<file path="config.mk">
export PLATFORM = sky130hd
export DESIGN_NAME = hub_power_string_config_regs
export DESIGN_NICKNAME = d
export VERILOG_FILES = /design/src/hub_cfg_pkg.sv /design/src/hub_power_string_config_regs.sv
export SDC_FILE = /design/constraint.sdc
export NUM_CORES = 1
export LEC_CHECK = 0
export BUFFER_PORTS_ARGS = -buffer_cell sky130_fd_sc_hd__buf_4
export CAP_MARGIN = 5
export CORE_MARGIN = 5
export CORE_UTILIZATION = 51
export DETAILED_ROUTE_END_ITERATION = 10
export GPL_TIMING_DRIVEN = 0
export MAX_ROUTING_LAYER = met4
export PLACE_DENSITY = 0.82
export SYNTH_ARGS = -nofsm -noshare
export SYNTH_HDL_FRONTEND = slang
export SYNTH_SLANG_ARGS = --single-unit
</file>
<file path="constraint.sdc">
create_clock -name sys_clk -period 5.35 [get_ports sys_clk]
set_clock_uncertainty 0.05 [all_clocks]
set_input_delay 1.605 -clock sys_clk [delete_from_list [all_inputs] [get_ports sys_clk]]
set_output_delay 1.605 -clock sys_clk [all_outputs]
set_load 0.05 [all_outputs]
</file>
<file path="src/hub_cfg_pkg.sv">
// constants for the hub power and string configuration register slice
package hub_cfg_pkg;
    localparam int REG_COUNT = 7;
    localparam int ADDR_W = 12;
    // register indices; byte address is four times the index
    localparam logic [7:0] IDX_SELF = 8'h0e;
    localparam logic [7:0] IDX_BUS = 8'h0f;
    localparam logic [7:0] IDX_DELAY = 8'h10;
    localparam logic [7:0] IDX_LANG_UP = 8'h11;
    localparam logic [7:0] IDX_LANG_LO = 8'h12;
    localparam logic [7:0] IDX_MAKER_LEN = 8'h13;
    localparam logic [7:0] IDX_PROD_LEN = 8'h14;
    localparam logic [7:0] IDX_LIMIT = 8'h3f;
    // storage slots, plus the limit slot that reads the flags
    localparam logic [2:0] SLOT_SELF = 3'h0;
    localparam logic [2:0] SLOT_BUS = 3'h1;
    localparam logic [2:0] SLOT_DELAY = 3'h2;
    localparam logic [2:0] SLOT_LANG_UP = 3'h3;
    localparam logic [2:0] SLOT_LANG_LO = 3'h4;
    localparam logic [2:0] SLOT_MAKER_LEN = 3'h5;
    localparam logic [2:0] SLOT_PROD_LEN = 3'h6;
    localparam logic [2:0] SLOT_LIMIT = 3'h7;
    localparam logic [7:0] RESET_BYTE = 8'h00;
    // units and budgets
    localparam int CURRENT_UNIT_MA = 2;
    localparam int POWER_UNIT_MS = 2;
    localparam int SELF_BUDGET_MA = 100;
    localparam logic [7:0] SELF_LIMIT_COUNT = 8'(SELF_BUDGET_MA / CURRENT_UNIT_MA);
    localparam logic [7:0] NAME_LEN_MAX = 8'h1f;
    // limit register bit positions
    localparam int LIM_SELF_BIT = 0;
    localparam int LIM_MAKER_BIT = 1;
    localparam int LIM_PROD_BIT = 2;
    // string descriptor framing
    localparam logic [7:0] STR_DESC_TYPE = 8'h03;
    localparam logic [7:0] LANG_DESC_LEN = 8'h04;
    localparam logic [7:0] STR_DESC_HDR = 8'h02;
    localparam logic [1:0] DSEL_LEN = 2'h0;
    localparam logic [1:0] DSEL_TYPE = 2'h1;
    localparam logic [1:0] DSEL_LO = 2'h2;
    localparam logic [1:0] DSEL_UP = 2'h3;
endpackage

</file>
<file path="src/hub_power_string_config_regs.sv">
// register slice for hub current budgets, power-good delay, language id, string lengths
// What this block does
// - holds the self-powered controller current as an 8-bit count of 2 mA.
// - holds the bus-powered controller current as an 8-bit count of 2 mA.
// - the bus-powered current figure leaves out any attached compound peripheral.
// - stores the port power-on to power-good delay in 2 ms steps.
// - the upper language register gives the high byte of the 16-bit language id.
// - the lower language register gives the low byte of the 16-bit language id.
// - the maker name length register gives the length in characters; above 31 it only sets a limit flag.
// - the product name length register gives the length in characters; above 31 it only sets a limit flag.
// - each 16-bit string unit goes out low byte first, units in address order.
module hub_power_string_config_regs (
    input wire logic sys_clk, // 200 MHz clock
    input wire logic rst, // synchronous, active high
    input wire logic psel, // apb select
    input wire logic penable, // apb enable
    input wire logic pwrite, // apb direction
    input wire logic [11:0] paddr, // apb byte address
    input wire logic [31:0] pwdata, // apb write data
    input wire logic [3:0] pstrb, // apb byte strobes
    output logic [31:0] prdata, // apb read data
    output logic pready, // apb ready
    output logic pslverr, // unmapped address
    input wire logic selfPoweredPin, // board power mode pin
    input wire logic [1:0] descSel, // language descriptor byte select
    output logic selfPowered, // filtered power mode
    output logic [7:0] selfCurrent, // self-powered count
    output logic [7:0] busCurrent, // bus-powered count
    output logic [7:0] powerGoodDelay, // delay in 2 ms steps
    output logic [15:0] langId, // language id
    output logic [7:0] makerNameLen, // maker length
    output logic [7:0] productNameLen, // product length
    output logic [7:0] makerDescLen, // maker descriptor length
    output logic [7:0] productDescLen, // product descriptor length
    output logic [8:0] hubContrCurrentMa, // controller current in mA
    output logic [7:0] descByte, // language descriptor byte
    output logic [2:0] limitFlags // budgets exceeded
);

    typedef struct packed {
        logic [hub_cfg_pkg::REG_COUNT-1:0][7:0] cfg;
        logic [2:0] syncPipe;
        logic selfPowered;
        logic pready;
        logic pslverr;
        logic [31:0] prdata;
        logic [7:0] selfCurrent;
        logic [7:0] busCurrent;
        logic [7:0] powerGoodDelay;
        logic [15:0] langId;
        logic [7:0] makerNameLen;
        logic [7:0] productNameLen;
        logic [7:0] makerDescLen;
        logic [7:0] productDescLen;
        logic [8:0] hubContrCurrentMa;
        logic [7:0] descByte;
        logic [2:0] limitFlags;
    } state_type;

    state_type st;
    state_type next_st;

    // address decode: {hit, slot}; unaligned or out-of-range misses
    function automatic logic [3:0] decodeAddr(input logic [11:0] a);
        logic [3:0] r;
        r = 4'h0;
        if (a[1:0] == 2'h0 && a[11:10] == 2'h0) begin
            case (a[9:2])
                hub_cfg_pkg::IDX_SELF: r = {1'b1, hub_cfg_pkg::SLOT_SELF};
                hub_cfg_pkg::IDX_BUS: r = {1'b1, hub_cfg_pkg::SLOT_BUS};
                hub_cfg_pkg::IDX_DELAY: r = {1'b1, hub_cfg_pkg::SLOT_DELAY};
                hub_cfg_pkg::IDX_LANG_UP: r = {1'b1, hub_cfg_pkg::SLOT_LANG_UP};
                hub_cfg_pkg::IDX_LANG_LO: r = {1'b1, hub_cfg_pkg::SLOT_LANG_LO};
                hub_cfg_pkg::IDX_MAKER_LEN: r = {1'b1, hub_cfg_pkg::SLOT_MAKER_LEN};
                hub_cfg_pkg::IDX_PROD_LEN: r = {1'b1, hub_cfg_pkg::SLOT_PROD_LEN};
                hub_cfg_pkg::IDX_LIMIT: r = {1'b1, hub_cfg_pkg::SLOT_LIMIT};
                default: r = 4'h0;
            endcase
        end
        return r;
    endfunction

    // string descriptor length: two header bytes plus two per character
    function automatic logic [7:0] descLen(input logic [7:0] chars);
        return {chars[6:0], 1'b0} + hub_cfg_pkg::STR_DESC_HDR;
    endfunction

    logic [3:0] dec;
    logic [2:0] slot;
    logic accessFirst;
    logic accessDone;
    logic [7:0] powerSel;

    assign dec = decodeAddr(paddr);
    assign slot = dec[2:0];
    // one wait state: ready rises in the second access cycle
    assign accessFirst = psel && penable && !st.pready;
    assign accessDone = psel && penable && st.pready;

    always_comb begin
        next_st = st;
        powerSel = 8'h00;
        // power mode pin: three flops, taken once second and third agree
        next_st.syncPipe = {st.syncPipe[1:0], selfPoweredPin};
        if (st.syncPipe[1] == st.syncPipe[2]) begin
            next_st.selfPowered = st.syncPipe[2];
        end
        next_st.pready = accessFirst;
        next_st.pslverr = accessFirst && !dec[3];
        // read data is captured one cycle ahead, held until completion
        if (accessFirst) begin
            next_st.prdata = 32'h0000_0000;
            if (dec[3] && slot == hub_cfg_pkg::SLOT_LIMIT) begin
                next_st.prdata[2:0] = st.limitFlags;
            end else if (dec[3]) begin
                next_st.prdata[7:0] = st.cfg[slot];
            end
        end
        // write lands only at the completing edge; limit register is read only
        if (accessDone && pwrite && dec[3] && pstrb[0]
            && slot != hub_cfg_pkg::SLOT_LIMIT) begin
            next_st.cfg[slot] = pwdata[7:0];
        end
        // outputs follow the new settings at the same edge
        next_st.selfCurrent = next_st.cfg[hub_cfg_pkg::SLOT_SELF];
        next_st.busCurrent = next_st.cfg[hub_cfg_pkg::SLOT_BUS];
        next_st.powerGoodDelay = next_st.cfg[hub_cfg_pkg::SLOT_DELAY];
        next_st.langId = {next_st.cfg[hub_cfg_pkg::SLOT_LANG_UP],
            next_st.cfg[hub_cfg_pkg::SLOT_LANG_LO]};
        next_st.makerNameLen = next_st.cfg[hub_cfg_pkg::SLOT_MAKER_LEN];
        next_st.productNameLen = next_st.cfg[hub_cfg_pkg::SLOT_PROD_LEN];
        next_st.makerDescLen = descLen(next_st.makerNameLen);
        next_st.productDescLen = descLen(next_st.productNameLen);
        // bus figure carries no compound peripheral share, so no adjustment
        powerSel = next_st.selfPowered ? next_st.selfCurrent : next_st.busCurrent;
        next_st.hubContrCurrentMa = {powerSel, 1'b0};
        // flags only report; software stays in charge of the limits
        next_st.limitFlags[hub_cfg_pkg::LIM_SELF_BIT] =
            next_st.selfCurrent > hub_cfg_pkg::SELF_LIMIT_COUNT;
        next_st.limitFlags[hub_cfg_pkg::LIM_MAKER_BIT] =
            next_st.makerNameLen > hub_cfg_pkg::NAME_LEN_MAX;
        next_st.limitFlags[hub_cfg_pkg::LIM_PROD_BIT] =
            next_st.productNameLen > hub_cfg_pkg::NAME_LEN_MAX;
        // language descriptor: length, type, then id low byte first
        case (descSel)
            hub_cfg_pkg::DSEL_LEN: next_st.descByte = hub_cfg_pkg::LANG_DESC_LEN;
            hub_cfg_pkg::DSEL_TYPE: next_st.descByte = hub_cfg_pkg::STR_DESC_TYPE;
            hub_cfg_pkg::DSEL_LO: next_st.descByte = next_st.langId[7:0];
            hub_cfg_pkg::DSEL_UP: next_st.descByte = next_st.langId[15:8];
            default: next_st.descByte = 8'h00;
        endcase
    end

    // state register; reset loads constants only
    always_ff @(posedge sys_clk) begin
        if (rst) begin
            st <= '0;
        end else begin
            st <= next_st;
        end
    end

    // every output straight from the state flops
    assign prdata = st.prdata;
    assign pready = st.pready;
    assign pslverr = st.pslverr;
    assign selfPowered = st.selfPowered;
    assign selfCurrent = st.selfCurrent;
    assign busCurrent = st.busCurrent;
    assign powerGoodDelay = st.powerGoodDelay;
    assign langId = st.langId;
    assign makerNameLen = st.makerNameLen;
    assign productNameLen = st.productNameLen;
    assign makerDescLen = st.makerDescLen;
    assign productDescLen = st.productDescLen;
    assign hubContrCurrentMa = st.hubContrCurrentMa;
    assign descByte = st.descByte;
    assign limitFlags = st.limitFlags;
endmodule // hub_power_string_config_regs

</file>
### Word level (Yosys, flattened, before mapping)

Cells that the tools add are included.

| storage, ports and cells | value |
|---|---|
| bits in registers | 122 |
| bits of input ports | 56 |
| logic and storage cells | 70 |

| cells by class | value |
|---|---|
| add/subtract/negate cells | 2 |
| order comparisons | 5 |
| eq/ne operators | 14 |
| multiplexer cells | 14 |
| reductions and logical operators | 16 |

Operators by type and width:

| kind | count |
|---|---|
| bitwise mux 56 bit | 1 |
| 2-to-1 mux 56 bit | 1 |
| equality test 8 x 5 -> 1 bit (second input constant) | 5 |
| 2-to-1 mux 8 bit | 4 |
| case mux 4 bit (8 select lines) | 1 |
| case mux 8 bit (4 select lines) | 1 |
| binary-select mux 8 bit (select 3 bit) | 1 |
| demux 8 bit (select 3 bit) | 1 |
| adder 8 x 2 -> 8 bit (second input constant) | 2 |
| equality test 8 x 4 -> 1 bit (second input constant) | 2 |
| > comparator 8 x 5 -> 1 bit (second input constant) | 2 |
| logical AND 1 bit | 11 |
| equality test 8 x 6 -> 1 bit (second input constant) | 1 |
| > comparator 8 x 6 -> 1 bit (second input constant) | 1 |
| logical NOT 2 bit | 3 |
| 2-to-1 mux 5 bit | 1 |
| equality test 2 bit (second input constant) | 2 |
| less-than comparator 3 x 4 -> 1 bit (second input constant) | 1 |
| 2-to-1 mux 4 bit | 1 |
| equality test 3 bit (second input constant) | 1 |
| greater-or-equal comparator 3 x 1 -> 1 bit (second input constant) | 1 |
| 2-to-1 mux 3 bit | 1 |
| inequality test 3 bit (second input constant) | 1 |
| equality test 2 x 1 -> 1 bit (second input constant) | 1 |
| other kinds (3) | 4 |

### Depth between registers and ports, before layout

Gate-level depths: netlist of run 1.

| depth | value |
|---|---|
| depth in word-level cells | 10 |
| depth in mapped cells | 13 |
| gate-level depth less buffers | 11 |

### Least setup slack after synthesis of run 1

Ideal clock, no wire load.

| timing path | value |
|---|---|
| kind | input to register |
| from | input port paddr[1] |
| to | register st (netlist bit productDescLen[7]) |
| setup time | 86 ps |
| data arrival time | 4,126 ps |
| data required time | 5,214 ps |
| setup slack | 1,088 ps |
| stages on the path | 11 |
| path buffers | 2 |
| cells stage by stage | or4_1 clkbuf_1 clkbuf_1 nor4_4 mux2_2 ha_1 nand3_1 nor2_1 xnor2_1 nor2b_1 a211oi_1 |

RTL lines:

| what | RTL line | RTL |
|---|---|---|
| start: declaration | hub_power_string_config_regs.sv:18 | `input wire logic [11:0] paddr,` |
| end signal: assignment | hub_power_string_config_regs.sv:159 | `st <= next_st;` |
| end: declaration | hub_power_string_config_regs.sv:60 | `state_type st;` |

==> results.toml, run 1 <==
[floorplan]
die_x_um = 115
start_util_pct = 52.2
die-height_um = 115
ios = 183
dieArea_um2 = 13300
core_um2 = 10800
rows = 38

[sta]
rsz0062_at_grt = "no"
period_needed_ns = 4.45
drv_slew = 0
worst_pin_slew_ns = 0.912
fmax_ghz = 0.225
finalHoldViolations = 0
fin_crit_sh_pct = 83.2
fin_ws_ns = 0.899
finalSetupViolations = 0
relSlewSlack_pct = 38.5
tns_ns = 0

[clock_network]
clkSlewWorstSetupHoldPaths_ns = 0.09
ctsHtreeMaxLevel = 3
clock_latency_ns = 0.37
postCtsSetupBuffers = 0
cts_resized = 0
cts_buffer_depth = 2
numCtsBuffers = 9
holdBufCountCts = 0
root_buffer = "clkbuf_8"
cts_tree = "built"
numClockSinks = 103

[setup_path]
cp_top_family = "simple AND/OR/NAND/NOR gates"
crit_required_ns = 5.57
cp-end-kind = "register"
critical_path.max_stage_delay_ns = 0.81
cp-start-kind = "input pin"
crit_slowest_cell = "a2111oi_4"
path_max_fanout = 8
cp.arrival_ns = 4.67
crit_type = "in -> reg"
path_buf_inv = 1
crit_path_cell_trace = "buf_4, nor4_4, nand4_4, a2111oi_4, mux2_2, ha_1, nand3_1, nor2_1, xnor2_1, nor2b_1, a211oi_1"

[job]
drv_cap = 0

[placement]
dpl_cell_area_um2 = 6870
hpwl_um = 13500
pre_cts_slack_ns = 0.515
port_buffers = 125
place_congestion = 0.942

[global_route]
met1_usage_pct = 34.8
gr-total-overflow = 0
grt_max_degree = 17
grt_pass1_vias = 5003
antenna_found_initial = 0
groute.usage.overall_pct = 26.7
top_usage_layer = "met2"
use_met2_pct = 41.8
grt_pass1_wl_um = 26500
use_met3_pct = 4.05

[final_layout]
drive_gt1_share_pct = 34.9
antenna_cells = 0
most-common-layout-cells = "buf_4 (250), dfxtp_1 (103), nor2_1 (75)"
areaGrowthSynthToFinish_pct = 24.8
nNetsFinal = 867
final_common_cell = "buf_4"
design_area_um2 = 7060
nFillCells = 927

[detailed_routing]
drtPass1Iterations = 5
routed-via-count = 5169
drt-total-wl_um = 17300
drtAntennaViolNets = 0
detail_route.wl_per_cell_um = 18.2
routed_via_density = 5.42
drc = 0
drt_iter0_markers = 377

[yosys]
netlist_area_um2 = 5660
synth_ff_type = "dfxtp_1"
synthArstFlopShare_pct = 0
ys_warn_count = 0
yosysUniqueCellTypes = 61
seq_area_frac_synth_pct = 36.4
synth_edf_count = 0
ys_seq_elements = 103
syn_area_per_cell_um2 = 8.75
synthCells = 647

[worst_hold_path]
hp-class = "reg -> reg"

[power]
p_leak_nw = 3.11
peakVddDrop_mv = 0.135
powerDensity_nw_per_um2 = 202

[outcome]
status = "complete, no violations"
[path summary, 6_finish.rpt]
path / end / cells past startpoint / slack (ns) / start
max: makerDescLen[7] / 11 / 0.90 / paddr[7]
min: next_st[129] / 1 / 0.41 / next_st[128]
max reg2reg: makerDescLen[7] / 11 / 2.03 / pready
min reg2reg: next_st[129] / 1 / 0.41 / next_st[128]
[kinds of logic after synthesis]
group | count (synthesis) | synth area share [%]
buffers and inverters | 164 | 19.4
other | 1 | 0.0662
AO/OA/AOI/OAI | 94 | 12.8
multiplexers | 55 | 9.88
adder cells (fa/ha/maj) | 3 | 0.619
flip-flops | 103 | 36.4
AND/OR/NAND/NOR | 213 | 18.6
XOR/XNOR | 14 | 2.17
[cell type report]
| class | count | area, um2 | share of cell area [%] |
|---|---|---|---|
| inverters | 2 | 7.51 | 0.106 |
| clock inverters | 5 | 58.8 | 0.833 |
| plain buffers | 162 | 1090 | 15.5 |
| repair buffers | 125 | 938 | 13.3 |
| multi-input cells | 406 | 2600 | 36.8 |
| flip-flops and latches | 103 | 2060 | 29.2 |
| clock buffers | 11 | 131 | 1.86 |
| well taps | 140 | 175 | 2.48 |
[registers in the layout, summed over array words and instances, names as in the netlist, 2 cells and up, named ones only]
signal             count
selfCurrent            8
productDescLen         7
hubContrCurrentMa      8
st                    16
busCurrent             8
limitFlags             3
descByte               8
next_st                2
makerNameLen           8
prdata                 8
makerDescLen           7
productNameLen         8
[metal layers]
layer	part of all wire, %	up-vias
li1	-	2406
met1	42	2444
met3	8.6	41
met4	3.2	0
met5	0	-
met2	47	278
[cells in the mapped netlist (5+ instances only)]
master | instances | area (um2)
a21oi_1 | 14 | 70.1
xor2_1 | 5 | 43.8
o31ai_1 | 5 | 37.5
buf_2 | 5 | 25.0
mux2_2 | 5 | 56.3
buf_4 | 125 | 938
a31oi_1 | 8 | 50.1
nor2_1 | 75 | 282
nor2b_1 | 15 | 93.8
nand4_1 | 5 | 31.3
and2_1 | 5 | 31.3
a221oi_1 | 8 | 70.1
nand2_1 | 54 | 203
nor3_1 | 6 | 30.0
and3_1 | 7 | 43.8
nand2b_1 | 9 | 56.3
a211oi_1 | 13 | 97.6
o21ai_0 | 5 | 25.0
nand3_1 | 17 | 85.1
mux2i_1 | 48 | 480
xnor2_1 | 9 | 78.8
clkbuf_1 | 30 | 113
nor4_1 | 5 | 31.3
dfxtp_1 | 103 | 2060
o22ai_1 | 5 | 31.3
[through the flow]
stage / cells / util, % / hold WS (ns) / total power [W]
after floorplan: 673 / - / 0.364 / 0.000907
after global placement: 938 / 63.4 / 0.370 / 0.000953
after detailed placement: 938 / 63.4 / 0.390 / 0.000955
after CTS: 954 / 65.1 / 0.408 / 0.00143
after global routing: 954 / 65.1 / 0.412 / 0.00148
final: 954 / 65.1 / 0.406 / 0.00143
[report_power, final]
part	total, W	switching (W)	internal [W]
sequential	0.000773	0.00000230	0.000771
clock	0.000488	0.000271	0.000217
combinational	0.000166	0.000118	0.0000487
total	0.00143	0.000391	0.00104
Note: power is estimated with default switching activity, not from simulation.
==> run 2: changes to the inputs <==
--- a/config.mk
+++ b/config.mk
@@ -5,6 +5,7 @@
 export SDC_FILE = /design/constraint.sdc
 export NUM_CORES = 1
 export LEC_CHECK = 0
+export ABC_AREA = 1
 export BUFFER_PORTS_ARGS = -buffer_cell sky130_fd_sc_hd__buf_4
 export CAP_MARGIN = 5
 export CORE_MARGIN = 5
==> constraint.sdc (replaced) <==
create_clock -name sys_clk -period 4.66 [get_ports sys_clk]
set_clock_uncertainty 0.05 [all_clocks]
set_input_delay 1.398 -clock sys_clk [delete_from_list [all_inputs] [get_ports sys_clk]]
set_output_delay 1.398 -clock sys_clk [all_outputs]
set_load 0.05 [all_outputs]
==> run 2 against run 1 <==
Effect of this change: flip-flop and latch count did not move; non-clock buffer count fell by 15; core utilization fell by 0.41 points; critical path depth rose by 4; first-iteration DRC count did not move; sequential power rose by 15%; synthesized cell count rose by 18%; synthesized area fell by 1.5%; die area fell by 1.4%; sequential share of layout area rose by 0.31 points; routed wire length fell by 6.2%; combinational power rose by 8%; largest cell class unchanged.
==> results.toml, run 2 <==
[outcome]
status = "complete, no violations"

[floorplan]
dieArea_um2 = 13100
rows = 38
die-height_um = 115
die_x_um = 115
start_util_pct = 51.6
core_um2 = 10800
ios = 183

[worst_hold_path]
hp-class = "reg -> reg"

[placement]
hpwl_um = 12900
place_congestion = 0.990
port_buffers = 128

[setup_path]
path_max_fanout = 9
crit_type = "in -> reg"
cp-start-kind = "input pin"
crit_required_ns = 4.89
cp.arrival_ns = 3.65
cp-end-kind = "register"

[yosys]
synth_top_area_cell = "dfxtp_1"
synthArstFlopShare_pct = 0
synth_edf_count = 0
seq_area_frac_synth_pct = 37.0
yosys.area.top_type_share_pct = 37.0
synthTopCellsByCount = "nand2_1 (161), buf_4 (127), dfxtp_1 (103)"
netlist_area_um2 = 5570
synthTopCellsByArea = "dfxtp_1 (37%), buf_4 (17%), nand2_1 (11%)"
syn_area_per_cell_um2 = 7.28
yosysUniqueCellTypes = 39
ys_seq_elements = 103
synth_ff_type = "dfxtp_1"
synthCells = 765
yosysMostFrequentCell = "nand2_1"
ys_warn_count = 0

[power]
powerDensity_nw_per_um2 = 229
peakVddDrop_mv = 0.166
p_leak_nw = 3.52

[clock_network]
cts_resized = 0
holdBufCountCts = 0
root_buffer = "clkbuf_8"
postCtsSetupBuffers = 0
cts_tree = "built"
numCtsBuffers = 9
numClockSinks = 103
cts_buffer_depth = 2
clock_latency_ns = 0.38
ctsHtreeMaxLevel = 3
clkSlewWorstSetupHoldPaths_ns = 0.10

[global_route]
antenna_found_initial = 0
grt_pass1_wl_um = 24800
grt_pass1_vias = 4759
gr-total-overflow = 0
grt_max_degree = 18
use_met3_pct = 3.96
top_usage_layer = "met2"
use_met2_pct = 40.7
groute.usage.overall_pct = 25.0
met1_usage_pct = 32.3

[sta]
drv_slew = 0
fmax_ghz = 0.293
tns_ns = 0
relSlewSlack_pct = 58.0
whs_ns = 0.357
finalSetupViolations = 0
rsz0062_at_grt = "no"
worst_pin_slew_ns = 0.630
finalHoldViolations = 0
period_needed_ns = 3.41
fin_crit_sh_pct = 73.2

[detailed_routing]
drtPass1Iterations = 5
drt-total-wl_um = 16300
routed-via-count = 5285
drtAntennaViolNets = 0
detail_route.wl_per_cell_um = 15.1
drc = 0
routed_via_density = 4.92
drt_iter0_markers = 377

[final_layout]
drive_gt1_share_pct = 35.2
final_common_cell = "buf_4"
nFillCells = 992
nNetsFinal = 988
antenna_cells = 0
areaGrowthSynthToFinish_pct = 25.4
largest_register_ffs = 16
most-common-layout-cells = "buf_4 (255), nand2_1 (161), dfxtp_1 (103)"
top_register = "st"

[job]
drv_cap = 0
-- run 2: cell types whose count changed after synthesis, sizes merged, moves of 20 or more --
cell	before	now
clkbuf	30	7
mux2i	48	0
nand3	17	37
o21ai	8	39
nand2	54	172
inv	2	68
a21oi	14	68
-- run 2: metrics by stage --
stage               util (%)  instance area (um2)  total power [W]  setup slack [ns]  instances
finish                  64.7                 6990          0.00160              1.25       1075
global route            64.7                 6990          0.00165              1.08       1075
CTS                     64.7                 6990          0.00160              1.28       1075
detailed placement      63.1                 6810          0.00108             0.886       1059
global placement        63.1                 6810          0.00108             0.921       1059
floorplan                  -                 5670          0.00103              1.38        791
-- run 2: final timing paths --
| kind | startpoint | endpoint | slack (ns) | cells after the start |
|---|---|---|---|---|
| worst max register to register | pready | limitFlags[0] | 2.42 | 9 |
| worst min register to register | next_st[128] | next_st[129] | 0.36 | 2 |
| worst min-delay path | next_st[128] | next_st[129] | 0.36 | 2 |
| worst max-delay path | paddr[1] | makerDescLen[7] | 1.25 | 15 |
-- run 2: area by class of cell --
| class | count | area, um2 | area share, % |
|---|---|---|---|
| clock buffer | 11 | 141 | 2.02 |
| inverter | 69 | 259 | 3.71 |
| sequential | 103 | 2060 | 29.5 |
| clock inverter | 5 | 38.8 | 0.555 |
| timing repair buffer | 128 | 961 | 13.8 |
| buffer | 144 | 1040 | 14.9 |
| multi-input combinational | 475 | 2310 | 33.0 |
| tap | 140 | 175 | 2.51 |
-- run 2: per-layer routing --
metal | vias up | wire length, um
met5 | - | 0
met4 | 0 | 313
met3 | 22 | 1230
met2 | 217 | 7750
met1 | 2412 | 6960
li1 | 2634 | -
-- run 2: logic make-up (layout without fill, tap and decap cells) --
kind of cell             after synthesis  in the layout  synth area share [%]
adder cells (fa/ha/maj)                3              3                 0.629
AND/OR/NAND/NOR                      317            317                  26.1
flip-flops                           103            103                  37.0
buffers and inverters                213            357                  23.4
AO/OA/AOI/OAI                        128            128                  12.8
other                                  1             27                0.0673
-- run 2: power breakdown --
part,switching (W),leakage [nW],internal [W]
logic,0.000127,2.60,0.0000526
registers,0.00000201,0.832,0.000885
clock network,0.000318,0.0907,0.000214
-- run 2: critical path: stages --
cell     delay [ns]
buf_4          0.10
or2_1          0.25
nor3_4         0.35
nand2_2        0.15
nor2_4         0.21
nand4_2        0.30
nand2_1        0.17
nand2_1        0.13
ha_1           0.25
nand2_1        0.09
nor2_2         0.06
nand2_1        0.06
nand2_1        0.04
nand2_1        0.05
inv_1          0.03
==> run 3: changes to the inputs <==
--- a/config.mk
+++ b/config.mk
@@ -5,7 +5,7 @@
 export SDC_FILE = /design/constraint.sdc
 export NUM_CORES = 1
 export LEC_CHECK = 0
-export ABC_AREA = 1
+export ABC_AREA = 0
 export BUFFER_PORTS_ARGS = -buffer_cell sky130_fd_sc_hd__buf_4
 export CAP_MARGIN = 5
 export CORE_MARGIN = 5
==> constraint.sdc (replaced) <==
create_clock -name sys_clk -period 3.5 [get_ports sys_clk]
set_clock_uncertainty 0.05 [all_clocks]
set_input_delay 1.05 -clock sys_clk [delete_from_list [all_inputs] [get_ports sys_clk]]
set_output_delay 1.05 -clock sys_clk [all_outputs]
set_load 0.05 [all_outputs]
==> run 3 against run 2 <==
Effect of this change: power is 37% higher; worst hold slack gained 0.036 ns; count of clock-buffer cells in the layout fell by 2; routed wire length up 9.1%; critical path depth decreased by 2; global-route usage increased by 2.1 points; critical path type unchanged; highest routed layer unchanged.
==> results.toml, run 3 (same netlist as run 1, synthesis figures left out) <==
[outcome]
status = "complete, no violations"

[detailed_routing]
drtAntennaViolNets = 0
drt-total-wl_um = 17700
routed_via_density = 5.27
drt_iter0_markers = 344
drtPass1Iterations = 5
detail_route.wl_per_cell_um = 18.5
drc = 0
routed-via-count = 5058

[clock_network]
numCtsBuffers = 9
numClockSinks = 103
cts_tree = "built"
cts_buffer_depth = 2
root_buffer = "clkbuf_8"
clkSlewWorstSetupHoldPaths_ns = 0.09
ctsHtreeMaxLevel = 3
clock_latency_ns = 0.37

[floorplan]
die_x_um = 115
core_um2 = 10800
start_util_pct = 52.2
ios = 183
rows = 38
die-height_um = 115
dieArea_um2 = 13300

[sta]
fmax_ghz = 0.294
fin_crit_sh_pct = 97.2
worst_pin_slew_ns = 0.987
tns_ns = 0
period_needed_ns = 3.40
finalHoldViolations = 0
finalSetupViolations = 0
rsz0062_at_grt = "no"
drv_slew = 0
relSlewSlack_pct = 33.5

[final_layout]
antenna_cells = 0
drive_gt1_share_pct = 37.0
final_common_cell = "buf_4"
areaGrowthSynthToFinish_pct = 27.3
seq_area_um2 = 2060
fin_util_pct = 66.5
top_register = "st"
most-common-layout-cells = "buf_4 (260), dfxtp_1 (103), nor2_1 (74)"
final_cells = 960
nFillCells = 945
nNetsFinal = 874
multi_input_area_um2 = 2690
largest_register_ffs = 16

[placement]
place_congestion = 0.960
hpwl_um = 13500
port_buffers = 125
dp.cells = 938

[global_route]
use_met2_pct = 41.6
groute.usage.overall_pct = 27.1
top_usage_layer = "met2"
grt_max_degree = 17
gr-total-overflow = 0
antenna_found_initial = 0
grt_pass1_vias = 4964
met1_usage_pct = 36.3
use_met3_pct = 2.74
grt_pass1_wl_um = 26900

[setup_path]
critical_path.most_common_cell = "buf_4"
crit_required_ns = 3.73
cp-start-kind = "input pin"
cp-end-kind = "register"
crit_path_cell_trace = "buf_4, nand4bb_4, or3_4, and2_0, buf_4, nor4_4, buf_4, mux2_4, ha_4, nand3_1, nor2_1, xnor2_1, a211oi_1"
cp.arrival_ns = 3.63
crit_slowest_cell = "or3_4"
path_max_fanout = 6
critical_path.max_stage_delay_ns = 0.39
cp_top_family = "simple AND/OR/NAND/NOR gates"
path_buf_inv = 3
crit_type = "in -> reg"

[power]
total_power_w = 0.00220
p_leak_nw = 3.17
powerDensity_nw_per_um2 = 305
peakVddDrop_mv = 0.215

[worst_hold_path]
hp-class = "reg -> reg"

[job]
drv_cap = 0
==> run 3: cell count changes in the layout (fill, tap and decap cells not counted), moves of 9 or more <==
cell,change
nor2b_1,+15
a211oi_1,+10
nand3_1,-17
clkbuf_1,+19
inv_2,-11
o21ai_0,-19
mux2i_1,+48
a21oi_1,-51
inv_1,-55
xnor2_1,+9
o21ai_1,-9
nand2_1,-107
nand2b_1,+9
==> run 3: power breakdown <==
| part | switching, W | internal, W |
|---|---|---|
| Clock | 0.000427 | 0.000326 |
| Combinational | 0.000184 | 0.0000777 |
| Sequential | 0.00000369 | 0.00118 |
==> run 3: metrics by stage <==
| stage | cell area, um2 | worst slack (ns) | hold WS [ns] |
|---|---|---|---|
| after floorplan | 5810 | -0.110 | 0.364 |
| after global placement | 6920 | -0.566 | 0.367 |
| after detailed placement | 6920 | -0.621 | 0.374 |
| after CTS | 7140 | -0.0495 | 0.397 |
| after global routing | 7210 | 0.0161 | 0.420 |
| final | 7210 | 0.0983 | 0.393 |
==> run 3: final cells by class <==
| class | instances | share of cell area, % |
|---|---|---|
| buffer | 161 | 15.2 |
| clock buffer | 9 | 1.72 |
| tap | 140 | 2.43 |
| multi-input combinational | 406 | 37.3 |
| timing repair buffer | 133 | 13.9 |
| inverter | 2 | 0.104 |
| clock inverter | 6 | 0.851 |
| sequential | 103 | 28.6 |
==> run 3: worst register-to-register path, stage by stage, from the launching register on <==
cell	delay (ns)
dfxtp_1	0.42
nand3_1	0.10
or2_2	0.27
clkbuf_1	0.34
nor4_4	0.36
buf_4	0.19
mux2_4	0.34
ha_4	0.18
nand3_1	0.13
nor2_1	0.08
xnor2_1	0.12
a211oi_1	0.24
==> run 3: what timing repair did <==
action | 4_1_cts | 5_1_grt
hold buffers | 0 | 0
setup buffers | 4 | 4
gates cloned | 0 | 0
gates resized for setup | 0 | 9
pin swaps | 2 | 2
setup endpoints to repair | 5 | 24
==> run 3: layer usage <==
layer / vias to the layer above / part of all wire [%]
met1: 2354 / 44
met2: 247 / 46
li1: 2417 / -
met4: 0 / 2.8
met3: 40 / 7.3
met5: - / 0
==> run 3: worst paths after layout <==
path              slack (ns)           endpoint  depth (start not counted)    startpoint
setup / recovery         0.1  productDescLen[7]                         13      paddr[8]
hold / removal          0.39       next_st[129]                          1  next_st[128]
setup reg to reg        0.60  productDescLen[7]                         11        pready
hold reg to reg         0.39       next_st[129]                          1  next_st[128]
